[config.mk]
export PLATFORM = sky130hd
export DESIGN_NAME = hot_swap_control_status
export DESIGN_NICKNAME = d
export VERILOG_FILES = /design/src/logic/pin_sync.v /design/src/logic/hot_swap_control_status.v
export VERILOG_INCLUDE_DIRS = /design/src /design/src/logic
export SDC_FILE = /design/constraint.sdc
export NUM_CORES = 1
export LEC_CHECK = 0
export ABC_AREA = 1
export BUFFER_PORTS_ARGS = -buffer_cell sky130_fd_sc_hd__buf_2
export CORE_UTILIZATION = 37
export CTS_CLUSTER_DIAMETER = 40
export CTS_CLUSTER_SIZE = 24
export DETAILED_ROUTE_END_ITERATION = 16
export HOLD_SLACK_MARGIN = 0.06
export PLACE_DENSITY = 0.79
export SLEW_MARGIN = 20
export SYNTH_ARGS = -nofsm -noshare
export SYNTH_HDL_FRONTEND = slang
export SYNTH_HIERARCHICAL = 1
export SYNTH_SLANG_ARGS = --single-unit
[constraint.sdc]
create_clock -name sys_clk -period 1.2 [get_ports sys_clk]
set_input_delay 0.36 -clock sys_clk [delete_from_list [all_inputs] [get_ports sys_clk]]
set_output_delay 0.36 -clock sys_clk [all_outputs]
set_load 0.01 [all_outputs]
[src/logic/hot_swap_consts.vh]
// Constants for the hot-swap control and status register.
// Assumes inclusion by the register module only; definitions only.
`ifndef HOT_SWAP_CONSTS_VH
`define HOT_SWAP_CONSTS_VH

// ----------------------------------------------------------------
// Register location
// ----------------------------------------------------------------
`define HS_CSR_OFFSET       8'hE4
`define HS_CSR_LANE         2
`define HS_CSR_RESET        8'h00

// ----------------------------------------------------------------
// Field positions within the byte (bits 23:16 of the dword)
// ----------------------------------------------------------------
`define HS_BIT_INSERTED     7
`define HS_BIT_REMOVAL      6
`define HS_BIT_LAMP         3
`define HS_BIT_MASK         1

// ----------------------------------------------------------------
// Input filtering
// ----------------------------------------------------------------
`define HS_SYNC_STAGES      3

`endif

[src/logic/pin_sync.v]
// Three-stage synchroniser for a pin from outside the clock domain.
// Assumes sys_clk is the only clock; output changes once stages two and three agree.
`timescale 1ns/100ps

module pin_sync (
    input  wire sys_clk,
    input  wire reset,
    input  wire pin_in,
    output reg  level_ff
);

    reg [2:0] stage_ff;

    // Stage one feeds only stage two; stages two and three vote
    always @(posedge sys_clk) begin
        if (reset) begin
            stage_ff <= 3'h0;
            level_ff <= 1'b0;
        end else begin
            stage_ff <= {stage_ff[1:0], pin_in};
            if (stage_ff[1] == stage_ff[2]) begin
                level_ff <= stage_ff[2];
            end
        end
    end

endmodule

[src/logic/hot_swap_control_status.v]
// Hot-swap control and status byte of the bridge configuration space.
// Assumes a simple configuration access port on the primary clock: one-cycle
// read and write strobes, dword offset and per-byte enables.
`timescale 1ns/100ps
`include "hot_swap_consts.vh"

// Summary of operation
// - Inserted flag sets after handle closed and bus reset released; write one clears.
// - Inserted flag set asserts active-low enumeration output unless masked.
// - Removal flag set on imminent extraction, then enumeration asserted; write one clears.
// - Lamp pin lit while lamp bit is one; bit resets to zero.
// - Mask bit one stops driving enumeration; zero allows it; resets zero.
// - Bits 21:20, 18 and 16 read zero; writes ignored.
// - Bit 18 is read-only zero, no interrupt enable there.
module hot_swap_control_status (
    input  wire        sys_clk,
    input  wire        reset,
    input  wire        cfg_wr,
    input  wire        cfg_rd,
    input  wire [7:0]  cfg_addr,
    input  wire [3:0]  cfg_be,
    input  wire [31:0] cfg_wdata,
    output reg  [31:0] cfg_rdata,
    input  wire        handle_closed,
    input  wire        removal_request,
    output reg         enum_n_out,
    output reg         enum_n_oe,
    output reg         indicator_lamp_on
);

    // ------------------------------------------------------------
    // Pin synchronisers
    // ------------------------------------------------------------
    wire handle_sync;
    wire removal_sync;

    pin_sync u_handle_sync (
        .sys_clk  (sys_clk),
        .reset    (reset),
        .pin_in   (handle_closed),
        .level_ff (handle_sync)
    );

    pin_sync u_removal_sync (
        .sys_clk  (sys_clk),
        .reset    (reset),
        .pin_in   (removal_request),
        .level_ff (removal_sync)
    );

    // ------------------------------------------------------------
    // Register state
    // ------------------------------------------------------------
    reg        board_inserted_flag_ff;
    reg        board_removal_flag_ff;
    reg        lamp_bit_ff;
    reg        enumeration_out_mask_ff;
    reg        handle_prev_ff;
    reg        removal_prev_ff;

    // Next values, each group worked out in its own combinational block
    reg        nxt_board_inserted_flag;
    reg        nxt_board_removal_flag;
    reg        nxt_lamp_bit;
    reg        nxt_enumeration_out_mask;
    reg [31:0] nxt_cfg_rdata;
    reg        nxt_enum_n_oe;
    reg        nxt_indicator_lamp_on;

    // ------------------------------------------------------------
    // Access decode
    // ------------------------------------------------------------
    wire       hit;
    wire       byte_wr;
    wire       byte_rd;
    wire [7:0] wbyte;
    wire       clear_inserted;
    wire       clear_removal;

    // Only the full dword offset selects us; lane 2 carries our byte
    assign hit     = (cfg_addr == `HS_CSR_OFFSET);
    assign byte_wr = cfg_wr & hit & cfg_be[`HS_CSR_LANE];
    assign byte_rd = cfg_rd & hit;
    assign wbyte   = cfg_wdata[23:16];

    // A one written to a flag clears it; a zero leaves it alone
    assign clear_inserted = byte_wr & wbyte[`HS_BIT_INSERTED];
    assign clear_removal  = byte_wr & wbyte[`HS_BIT_REMOVAL];

    // ------------------------------------------------------------
    // Pin events
    // ------------------------------------------------------------
    wire insert_evt;
    wire removal_evt;

    // Events: rising edge of a filtered pin. Reset is synchronous, so the
    // handle edge can only be seen once the bus reset has gone away.
    assign insert_evt  = handle_sync & ~handle_prev_ff;
    assign removal_evt = removal_sync & ~removal_prev_ff;

    // Edge history starts low, the idle level of both pins, so no false edge
    always @(posedge sys_clk) begin
        if (reset) begin
            handle_prev_ff  <= 1'b0;
            removal_prev_ff <= 1'b0;
        end else begin
            handle_prev_ff  <= handle_sync;
            removal_prev_ff <= removal_sync;
        end
    end

    // ------------------------------------------------------------
    // Status flags
    // ------------------------------------------------------------
    // insertion and removal set, W1C
    always @* begin
        nxt_board_inserted_flag = board_inserted_flag_ff;
        nxt_board_removal_flag  = board_removal_flag_ff;
        // A set in the clearing cycle wins, so no event is ever lost
        if (insert_evt) begin
            nxt_board_inserted_flag = 1'b1;
        end else if (clear_inserted) begin
            nxt_board_inserted_flag = 1'b0;
        end
        if (removal_evt) begin
            nxt_board_removal_flag = 1'b1;
        end else if (clear_removal) begin
            nxt_board_removal_flag = 1'b0;
        end
    end

    // Flag registers
    always @(posedge sys_clk) begin
        if (reset) begin
            board_inserted_flag_ff <= 1'b0;
            board_removal_flag_ff  <= 1'b0;
        end else begin
            board_inserted_flag_ff <= nxt_board_inserted_flag;
            board_removal_flag_ff  <= nxt_board_removal_flag;
        end
    end

    // ------------------------------------------------------------
    // Control bits
    // ------------------------------------------------------------
    // lamp and mask control bits
    always @* begin
        nxt_lamp_bit             = lamp_bit_ff;
        nxt_enumeration_out_mask = enumeration_out_mask_ff;
        // Plain read/write bits; a write without lane 2 leaves them as they are
        if (byte_wr) begin
            nxt_lamp_bit             = wbyte[`HS_BIT_LAMP];
            nxt_enumeration_out_mask = wbyte[`HS_BIT_MASK];
        end
    end

    // Control registers, both zero after reset
    always @(posedge sys_clk) begin
        if (reset) begin
            lamp_bit_ff             <= 1'b0;
            enumeration_out_mask_ff <= 1'b0;
        end else begin
            lamp_bit_ff             <= nxt_lamp_bit;
            enumeration_out_mask_ff <= nxt_enumeration_out_mask;
        end
    end

    // ------------------------------------------------------------
    // Read data and pins
    // ------------------------------------------------------------
    reg  [7:0] status_byte;
    wire       enum_drive;

    always @* begin
        status_byte                   = 8'h00;
        status_byte[`HS_BIT_INSERTED] = board_inserted_flag_ff;
        status_byte[`HS_BIT_REMOVAL]  = board_removal_flag_ff;
        status_byte[`HS_BIT_LAMP]     = lamp_bit_ff;
        status_byte[`HS_BIT_MASK]     = enumeration_out_mask_ff;
    end

    // Either flag requests enumeration; the mask wins over both
    assign enum_drive = (board_inserted_flag_ff | board_removal_flag_ff)
                        & ~enumeration_out_mask_ff;

    // Output next values; read data holds until the next read strobe
    always @* begin
        nxt_cfg_rdata = cfg_rdata;
        if (byte_rd) begin
            nxt_cfg_rdata = {8'h00, status_byte, 16'h0000};
        end else if (cfg_rd) begin
            nxt_cfg_rdata = 32'h0000_0000;  // Unmapped offsets read zero
        end
        nxt_enum_n_oe         = enum_drive;
        nxt_indicator_lamp_on = lamp_bit_ff;
    end

    // Outputs registered; open drain, so data stays low and only the enable
    // moves. The host sees the line one cycle after the flag changes.
    always @(posedge sys_clk) begin
        if (reset) begin
            cfg_rdata         <= 32'h0000_0000;
            enum_n_out        <= 1'b0;
            enum_n_oe         <= 1'b0;
            indicator_lamp_on <= 1'b0;
        end else begin
            cfg_rdata         <= nxt_cfg_rdata;
            enum_n_out        <= 1'b0;
            enum_n_oe         <= nxt_enum_n_oe;
            indicator_lamp_on <= nxt_indicator_lamp_on;
        end
    end

endmodule

==> metrics.md, run 1 <==
| Metric | Value |
|---|---|
| Tmin final | `1.12 ns` |
| Levels on crit path | `1` |
| Fin. max-slew vios | `0` |
| DR WL/cell | `approximately 6.7 um` |
| Number of routed nets with antenna violations | `0` |
| # DRC | `0` |
| Yosys top cell area share | `a little over two fifths` |
| Commonest cells in the netlist | `29 x buf_4, 22 x inv_1, 21 x nand2_1` |
| Sink Count | `20` |
| Chip Width | `52.8 um` |
| Initial Util | `38.8%` |
| Crit-path max FO | `2` |
| CP top delay family | `flip-flops` |
| Finished Layout Cells | `185` |
| Worst-Skew Late Latency | `0.29 ns` |
| Status | `finished, final reports clean` |
| Final Wtd Congestion | `about 0.63` |
| Post-CTS Hold Fix Bufs | `0` |
| Distinct cells, synth | `14` |
| CP arrival | `0.76 ns` |
| Worst flop-to-flop path endpoint | `board_removal_flag_ff$_SDFFE_PP0P_` |
| Vias in the first global route | `532` |
| Lkg Pwr | `about 0.58 nW` |
| Synthesized area | `953 um^2` |
| Post-place setup slack | `0.0104 ns` |
| CTS tree | `built` |
| CTS resizes | `0` |
| DP HPWL | `954 um` |
| Worst path bufs/invs | `1` |
| Critical path class | `flop to output port` |
| PnR worst setup slack | `0.0784 ns` |
| Pin count of the biggest net entering global routing | `16` |
| H-tree levels | `1` |
| Predominant post-synthesis flop cell | `dfxtp_1` |
| ANT cells | `0` |
| Io pins | `85` |
| Die height | `approximately 53 um` |
| Setup tns final | `0 ns` |
| DP Cell Count | `181` |
| Flop2flop setup slack | `0.46 ns` |
| Initial antenna violation count | `0` |
| Final hold vios | `0` |
| R2r startpoint | `board_removal_flag_ff$_SDFFE_PP0P_` |
| Achievable Freq | `a little under 0.9 GHz` |
| Asr flop ratio synth | `0%` |
| Req. time, crit path | `0.84 ns` |
| Post-synthesis sequential area ratio | `42.0%` |
| Mean Syn Cell Area | `between 7 and 8 um^2` |
| Min-Delay Path Depth | `3` |
| Critical path endpoint category | `output port` |
| Design area | `a little over 0.001 mm^2` |
| HP Start | `removal_request` |
| GRT overflow | `0` |
| Tcrit/Tclk final | `93.5%` |
| # setup viols final | `0` |
| Total track usage | `9.58%` |
| Maxcap violations | `0` |
| Fin nets | `206` |
| CTS Buffer Depth | `2` |
| Clk slew on worst S/H paths | `0.11 ns` |
| PortBufs | `24` |
| Post-layout util | `approximately 42%` |
| Post-synth EDFFs | `0` |
| Share of cells above drive strength 1 | `around 23%` |
| R2R cell count | `4` |
| Worst Hold Path EP | `u_removal_sync/stage_ff[0]$_SDFF_PP0_` |
| Worst vdd ir | `508 uV` |
| Die area | `0.00278 mm^2` |
| Worst-path cell chain | `buf_2` |
| Most frequent cell after synthesis | `buf_4` |
| Initial DRC Count | `6` |
| First-pass GRT wire length | `1.95 mm` |
| Vias post-DR | `686` |
| Critical Path Source Type | `flop` |
| Vias per cell | `about 3.7` |
| CP max-delay cell | `dfxtp_1` |
| First-pass DRT Iterations | `4` |
| Tightest Hold Check Type | `input port to flop` |
| # rows | `18` |
| Routed WL | `1.23 mm` |
| Post-CTS Setup Bufs | `0` |
| Area Overhead vs Synth | `8.53%` |
| Cts bufs inserted | `3` |
| RSZ-0062 raised after global routing | `false` |
| Largest area contributor in the netlist | `dfxtp_1` |
| Top post-synthesis cells by area | `dfxtp_1 42%, buf_4 23%, inv_1 8.7%` |
| Pwr per Cell Area | `1110 mW/mm^2` |
| Root Buffer | `clkbuf_4` |
| Clock skew | `0.00410 ns` |
| Number of synthesis warnings | `6` |
| #FFs+latches synth | `20` |
| Post-Syn Instances | `approximately 130` |
| Core footprint | `~0.0025 mm^2` |
| DP Area | `998 um^2` |
| Worst path max stage delay | `about 0.35 ns` |
[per-stage QoR]
step / hold WS (ns) / total power, W
global placement: 0.389 / 0.000795
CTS: 0.256 / 0.00117
floorplan: 0.388 / 0.000827
global route: 0.250 / 0.00123
finish: 0.266 / 0.00115
detailed placement: 0.398 / 0.000797
[logic make-up (layout without fill, tap and decap cells)]
kind of cell	after synthesis	after routing	share of synthesized area, %
compound gates	7	7	4.20
buf+inv	52	51	31.9
flops	20	20	42.0
simple gates	48	48	21.5
other cells	1	29	0.393
[sequential cells by signal (all words and copies together), names as in the netlist]
signal and flops:
board_inserted_flag_ff 1, board_removal_flag_ff 1, cfg_rdata 4, enum_n_oe 1, enumeration_out_mask_ff 1, handle_prev_ff 1, indicator_lamp_on 1, lamp_bit_ff 1
removal_prev_ff 1, u_handle_sync/level_ff 1, u_handle_sync/stage_ff 3, u_removal_sync/level_ff 1, u_removal_sync/stage_ff 3
[where the power goes]
| group | switching (W) | internal, W | leakage, nW |
|---|---|---|---|
| sequential | 0.00000347 | 0.000672 | 0.162 |
| combinational | 0.0000745 | 0.0000311 | 0.398 |
| clock | 0.000186 | 0.000185 | 0.0210 |
[final cells by class]
class                      instances  area (um^2)
multi-input combinational         84          354
sequential                        20          400
fill                             262         1420
tap                               30         37.5
clock buffer                       4         36.3
inverter                          23         86.3
timing repair buffer              24          120
[worst max-delay path by stage]
stage | slack, ns | to | start
4_1_cts | 0.07 | cfg_rdata[23] | cfg_rdata[23]$_SDFFE_PP0P_
3_3_place_gp | 0.04 | board_inserted_flag_ff$_SDFFE_PP0P_ | cfg_addr[3]
3_5_place_dp | 0.01 | board_inserted_flag_ff$_SDFFE_PP0P_ | cfg_addr[3]
2_1_floorplan | 0.22 | board_inserted_flag_ff$_SDFFE_PP0P_ | cfg_addr[4]
5_1_grt | 0.02 | cfg_rdata[22] | cfg_rdata[22]$_SDFFE_PP0P_
6_report | 0.08 | cfg_rdata[23] | cfg_rdata[23]$_SDFFE_PP0P_
[layer usage]
metal	global-route usage, %	routed length, um
met5	0	0
met4	6.58	19
met3	0.870	78
met2	16.5	545
met1	11.0	588
[cells in the final DEF, fill, tap and decap left out]
cell type / n
buf_2: 24
nor2_1: 17
clkbuf_8: 1
nand2_1: 21
conb_1: 29
nand3_2: 1
inv_1: 22
a21oi_1: 3
clkbuf_4: 3
o21bai_1: 2
inv_2: 1
nor2_2: 5
nand3_1: 3
nand4_1: 1
o21ai_1: 2
dfxtp_1: 20
Note: power is estimated with default switching activity, not from simulation.
==> run 2: changes to the inputs <==
Clock period 1.2 ns to 1.1 ns, I/O delays scaled along.
==> run 2 against run 1 <==
Effect of this change:
- register-to-register slack got worse by 0.09 ns
- clock skew up 0.00052 ns
- utilization up 1.8 points
- total power increased by 9.7%
- largest cell class unchanged
- non-clock buffer count grew 2
- highest routed layer unchanged
- first-iteration DRC count grew to 3.7 times the previous value
==> metrics.md, run 2 (synthesis results as in run 1) <==
| Metric | Value |
|---|---|
| Design area | `0.00108 mm^2 (+4.4%)` |
| Most frequent cells in the layout | `29 x conb_1, 22 x inv_1, 21 x nand2_1` |
| DP Area | `0.00101 mm^2 (+1.5%)` |
| Root Buffer | `clkbuf_4` |
| Tightest Hold Check Type | `input port to flop` |
| Share of cells above drive strength 1 | `26.1% (+3.5 points)` |
| R2R cell count | `4 (unchanged)` |
| Vias in the first global route | `551 (+3.6%)` |
| Die height | `52.8 um (unchanged)` |
| Worst-path cell chain | `buf_6` |
| H-tree levels | `1 (unchanged)` |
| RSZ-0062 raised after global routing | `true` |
| CTS resizes | `0 (unchanged)` |
| Worst setup startpoint | `cfg_rdata[22]$_SDFFE_PP0P_` |
| # DRC | `0 (unchanged)` |
| Vias per cell | `3.80 (+2.5%)` |
| Chip Width | `52.8 um (unchanged)` |
| ANT cells | `0 (unchanged)` |
| Initial antenna violation count | `0 (unchanged)` |
| Io pins | `85 (unchanged)` |
| End point of the critical path | `cfg_rdata[22]` |
| Levels on crit path | `1 (unchanged)` |
| Status | `finished, final reports clean` |
| Tmin final | `1.09 ns` |
| Sink Count | `20 (unchanged)` |
| Worst-Skew Late Latency | `0.29 ns (about the same)` |
| Area Overhead vs Synth | `13.3%` |
| PortBufs | `24 (unchanged)` |
| Number of routed nets with antenna violations | `0 (unchanged)` |
| Maxcap violations | `0 (unchanged)` |
| Worst flop-to-flop path endpoint | `board_removal_flag_ff$_SDFFE_PP0P_` |
| Req. time, crit path | `0.77 ns (-0.07 ns)` |
| Flop2flop setup slack | `0.37 ns (-0.09 ns)` |
| Clock skew | `0.00462 ns (+0.000520 ns)` |
| Pin count of the biggest net entering global routing | `14 (-2)` |
| Initial Util | `38.8% (unchanged)` |
| Vias post-DR | `711 (+3.6%)` |
| First-pass DRT Iterations | `4 (unchanged)` |
| DP Cell Count | `183 (+1.1%)` |
| Fin nets | `208 (+0.97%)` |
| Cts bufs inserted | `3 (unchanged)` |
| Filler cell count in the final layout | `256 (-2.3%)` |
| Die area | `0.00278 mm^2 (unchanged)` |
| Biggest register | `cfg_rdata` |
| Critical path endpoint category | `output port` |
| Lkg Pwr | `0.595 nW (+2.5%)` |
| Final hold vios | `0 (unchanged)` |
| Post-place setup slack | `-0.0572 ns (-0.0676 ns)` |
| Crit-path max FO | `2 (unchanged)` |
| Final Wtd Congestion | `0.647 (+3.2%)` |
| Total track usage | `9.77% (+0.19 points)` |
| Biggest regs | `cfg_rdata: 4 flops, u_handle_sync/stage_ff: 3 flops, u_removal_sync/stage_ff: 3 flops` |
| CTS tree | `built` |
| Critical path class | `flop to output port` |
| Max reg flops | `4 (unchanged)` |
| PnR worst setup slack | `0.0135 ns (-0.0649 ns)` |
| R2r startpoint | `board_removal_flag_ff$_SDFFE_PP0P_` |
| GRT overflow | `0 (unchanged)` |
| Initial DRC Count | `22 (+16)` |
| CP top delay family | `flip-flops` |
| Core footprint | `0.00245 mm^2 (unchanged)` |
| Finished Layout Cells | `187 (+1.1%)` |
| DP HPWL | `987 um (+3.4%)` |
| CP max-delay cell | `dfxtp_2` |
| Clk slew on worst S/H paths | `0.11 ns (about the same)` |
| Achievable Freq | `0.920 GHz` |
| Critical Path Source Type | `flop` |
| Worst vdd ir | `506 uV (-0.39%)` |
| DR WL/cell | `7.17 um (+7.8%)` |
| Tcrit/Tclk final | `98.8%` |
| Pwr per Cell Area | `1170 mW/mm^2 (+5.1%)` |
| Post-CTS Hold Fix Bufs | `0 (unchanged)` |
| Fin. max-slew vios | `0 (unchanged)` |
| # rows | `18 (unchanged)` |
| CP arrival | `0.76 ns (about the same)` |
| Worst path max stage delay | `0.36 ns (about the same)` |
| Routed WL | `1.34 mm (+8.9%)` |
| First-pass GRT wire length | `2.02 mm (+3.5%)` |
| Worst path bufs/invs | `1 (unchanged)` |
| # setup viols final | `0 (unchanged)` |
| Post-CTS Setup Bufs | `0 (unchanged)` |
| CTS Buffer Depth | `2 (unchanged)` |
| Most common cell after layout, fill and taps aside | `conb_1` |
## run 2: per-stage QoR
stage | hold slack, ns | power [W] | utilization, % | setup TNS, ns
after floorplan | 0.388 | 0.000902 | - | 0
after global placement | 0.390 | 0.000871 | 41.3 | -0.0483
after detailed placement | 0.399 | 0.000872 | 41.3 | -0.139
after CTS | 0.225 | 0.00128 | 42.8 | 0
after global routing | 0.232 | 0.00133 | 44.0 | -0.0610
final | 0.233 | 0.00126 | 44.0 | 0
## run 2: layer usage
metal	global-route usage (%)	routed length [um]
met3	1.74	95
met1	11.1	588
met2	17.1	632
met5	0	0
met4	5.26	25
## run 2: worst min path at each step
stage / cells past startpoint / slack (ns) / endpoint / startpoint
floorplan: 2 / 0.39 / u_handle_sync/stage_ff[1]$_SDFF_PP0_ / u_handle_sync/stage_ff[0]$_SDFF_PP0_
global placement: 2 / 0.39 / u_handle_sync/stage_ff[1]$_SDFF_PP0_ / u_handle_sync/stage_ff[0]$_SDFF_PP0_
detailed placement: 2 / 0.40 / u_handle_sync/stage_ff[1]$_SDFF_PP0_ / u_handle_sync/stage_ff[0]$_SDFF_PP0_
CTS: 3 / 0.23 / u_removal_sync/stage_ff[0]$_SDFF_PP0_ / removal_request
global route: 3 / 0.23 / u_removal_sync/stage_ff[0]$_SDFF_PP0_ / removal_request
finish: 3 / 0.23 / u_removal_sync/stage_ff[0]$_SDFF_PP0_ / removal_request
## run 2: final cells by class
| cell class | count | area, um^2 | area share, % |
|---|---|---|---|
| Clock buffer | 4 | 36.3 | 3.36 |
| Inverter | 23 | 86.3 | 8.00 |
| Multi-Input combinational cell | 84 | 354 | 32.8 |
| Sequential cell | 20 | 405 | 37.5 |
| Tap cell | 30 | 37.5 | 3.48 |
| Timing Repair Buffer | 26 | 160 | 14.8 |
## run 2: report_power, final
| part | switching (W) | internal, W | total (W) |
|---|---|---|---|
| Sequential | 0.00000395 | 0.000733 | 0.000737 |
| Combinational | 0.0000814 | 0.0000372 | 0.000119 |
| Clock | 0.000207 | 0.000201 | 0.000408 |
==> run 3: changes to the inputs <==
Settings changed: RECOVER_POWER set to 50.
==> run 3 against run 2 <==
Effect of this change:
- sequential power hardly changed
- sequential share of layout area is 0.18 points higher
- die area did not move
- utilization is 0.20 points lower
- maximum frequency about the same
- count of clock-buffer cells in the layout did not move
- wire length is 0.30% lower
- setup slack about the same
- combinational power about the same
- via count is 0.70% lower
- largest cell class unchanged
==> metrics.md, run 3 (synthesis results as in run 1) <==
| Metric | Value |
|---|---|
| Status | `finished, final reports clean` |
| Internal power | `0.000970 W (-0.20%)` |
| Hold slack | `0.232 ns (-0.00165 ns)` |
| # setup viols final | `0 (unchanged)` |
| ANT cells | `0 (unchanged)` |
| Die area | `0.00278 mm^2 (unchanged)` |
| Combinational Power Share | `9.2% (-0.2 points)` |
| Worst slew pin tran | `0.530 ns` |
| Filler cell count in the final layout | `256 (unchanged)` |
| Biggest regs | `cfg_rdata: 4 flops, u_handle_sync/stage_ff: 3 flops, u_removal_sync/stage_ff: 3 flops` |
| Sequential cell area | `405 um^2 (unchanged)` |
| First-pass DRT Iterations | `4 (unchanged)` |
| Maxcap violations | `0 (unchanged)` |
| Final hold vios | `0 (unchanged)` |
| Initial Util | `38.8% (unchanged)` |
| Worst vdd ir | `509 uV (+0.59%)` |
| # rows | `18 (unchanged)` |
| RSZ-0062 raised after global routing | `true` |
| Post-layout util | `43.8% (-0.20 points)` |
| Worst path max stage delay | `0.36 ns (about the same)` |
| Number of routed nets with antenna violations | `0 (unchanged)` |
| Routed WL | `1.34 mm (-0.30%)` |
| Sequential Power Share | `58.4% (about the same)` |
| Setup tns final | `0 ns (unchanged)` |
| Share of cells above drive strength 1 | `24.8% (-1.3 points)` |
| Sink Count | `20 (unchanged)` |
| Area occupied by multi-input gates | `354 um^2 (unchanged)` |
| Chip Width | `52.8 um (unchanged)` |
| Clk slew on worst S/H paths | `0.11 ns (about the same)` |
| Biggest register | `cfg_rdata` |
| Max reg flops | `4 (unchanged)` |
| Most common cell after layout, fill and taps aside | `conb_1` |
| Tmin final | `1.09 ns (+0.0000272 ns)` |
| Clock skew | `0.00330 ns (-0.00132 ns)` |
| Fin. max-slew vios | `0 (unchanged)` |
| Root Buffer | `clkbuf_4` |
| Clock Power Share | `32.4% (about the same)` |
| Initial DRC Count | `22 (unchanged)` |
| Crit-path max FO | `2 (unchanged)` |
| Die height | `52.8 um (unchanged)` |
| # DRC | `0 (unchanged)` |
| Critical path class | `flop to output port` |
| Area Overhead vs Synth | `12.7%` |
| Pwr per Cell Area | `1180 mW/mm^2 (+0.42%)` |
| Vias post-DR | `706 (-0.70%)` |
| Sw frac | `23.2% (+0.12 points)` |
| Sw Pwr | `0.000293 W (+0.48%)` |
| Worst rel slew slack | `64.7%` |
| Fin nets | `208 (unchanged)` |
| Initial antenna violation count | `0 (unchanged)` |
| Req. time, crit path | `0.77 ns (about the same)` |
| Final Power | `0.00126 W (about the same)` |
| Pin count of the biggest net entering global routing | `14 (unchanged)` |
| CP arrival | `0.76 ns (about the same)` |
| Tightest Hold Check Type | `input port to flop` |
| CP top delay family | `flip-flops` |
| GRT overflow | `0 (unchanged)` |
| PortBufs | `24 (unchanged)` |
| Tcrit/Tclk final | `98.8% (about the same)` |
| CTS tree | `built` |
| CP max-delay cell | `dfxtp_2` |
| Worst-path cell chain | `buf_6` |
| Achievable Freq | `0.920 GHz (about the same)` |
| Vias in the first global route | `551 (unchanged)` |
| Critical Path Source Type | `flop` |
| Final Wtd Congestion | `0.647 (unchanged)` |
| DR WL/cell | `7.15 um (-0.30%)` |
| Core footprint | `0.00245 mm^2 (unchanged)` |
| DP HPWL | `987 um (unchanged)` |
| Worst-Skew Late Latency | `0.29 ns (about the same)` |
| First-pass GRT wire length | `2.02 mm (unchanged)` |
| Total track usage | `9.77% (unchanged)` |
| Worst path bufs/invs | `1 (unchanged)` |
| Io pins | `85 (unchanged)` |
| Cts bufs inserted | `3 (unchanged)` |
| Vias per cell | `3.78 (-0.70%)` |
| Lkg Pwr | `0.589 nW (-1.1%)` |
| H-tree levels | `1 (unchanged)` |
| CTS Buffer Depth | `2 (unchanged)` |
| Most frequent cells in the layout | `29 x conb_1, 22 x inv_1, 21 x nand2_1` |
| Critical path endpoint category | `output port` |
-- run 3: cell count changes in the layout (fill, tap and decap cells not counted) --
cell and delta:
clkbuf_1 +2, buf_2 -1, buf_4 -1
-- run 3: timing repair --
action | CTS | global route
setup endpoints to repair | 0 | 5
resized for setup | 0 | 8
hold buffers | 0 | 0
buffers inserted | 0 | 0
-- run 3: area by class of cell --
type	instances	area share, %
flip-flops and latches	20	37.7
repair buffers	26	14.4
multi-input cells	84	32.9
well taps	30	3.49
inverters	23	8.03
clock buffers	4	3.38
-- run 3: power by group through the flow --
stage / Clock, W / Combinational (W) / Sequential, W
after global placement: 0 / 0.000117 / 0.000754
after global routing: 0.000452 / 0.000135 / 0.000739
after floorplan: 0 / 0.000148 / 0.000753
final: 0.000409 / 0.000117 / 0.000737
after detailed placement: 0 / 0.000118 / 0.000754
after CTS: 0.000420 / 0.000119 / 0.000738
-- run 3: per-stage QoR --
stage / instance area (um^2) / setup slack, ns / std cells
after floorplan: 1060 / 0.148 / 156
after global placement: 1010 / -0.0271 / 183
after detailed placement: 1010 / -0.0572 / 183
after CTS: 1050 / 0.00191 / 187
after global routing: 1070 / -0.0192 / 187
final: 1070 / 0.0134 / 187
-- run 3: worst paths after layout --
kind / start / endpoint / slack [ns] / cells after the start
setup / recovery: cfg_rdata[22]$_SDFFE_PP0P_ / cfg_rdata[22] / 0.01 / 1
hold / removal: removal_request / u_removal_sync/stage_ff[0]$_SDFF_PP0_ / 0.23 / 3
setup reg to reg: board_removal_flag_ff$_SDFFE_PP0P_ / board_removal_flag_ff$_SDFFE_PP0P_ / 0.36 / 4
hold reg to reg: u_handle_sync/stage_ff[0]$_SDFF_PP0_ / u_handle_sync/stage_ff[1]$_SDFF_PP0_ / 0.41 / 2
-- run 3: per-layer routing --
metal	vias up	track usage [%]	wire, um
met5	-	0	0
met4	0	5.26	25
met3	4	1.74	95
met2	35	17.1	622
met1	289	11.1	594
li1	378	-	-
-- run 3: worst reg2reg max path: stages (launching register included) --
cell and delay [ns]:
dfxtp_1 0.32, inv_1 0.03, nor2_1 0.18, o21ai_1 0.10, nand2_1 0.06
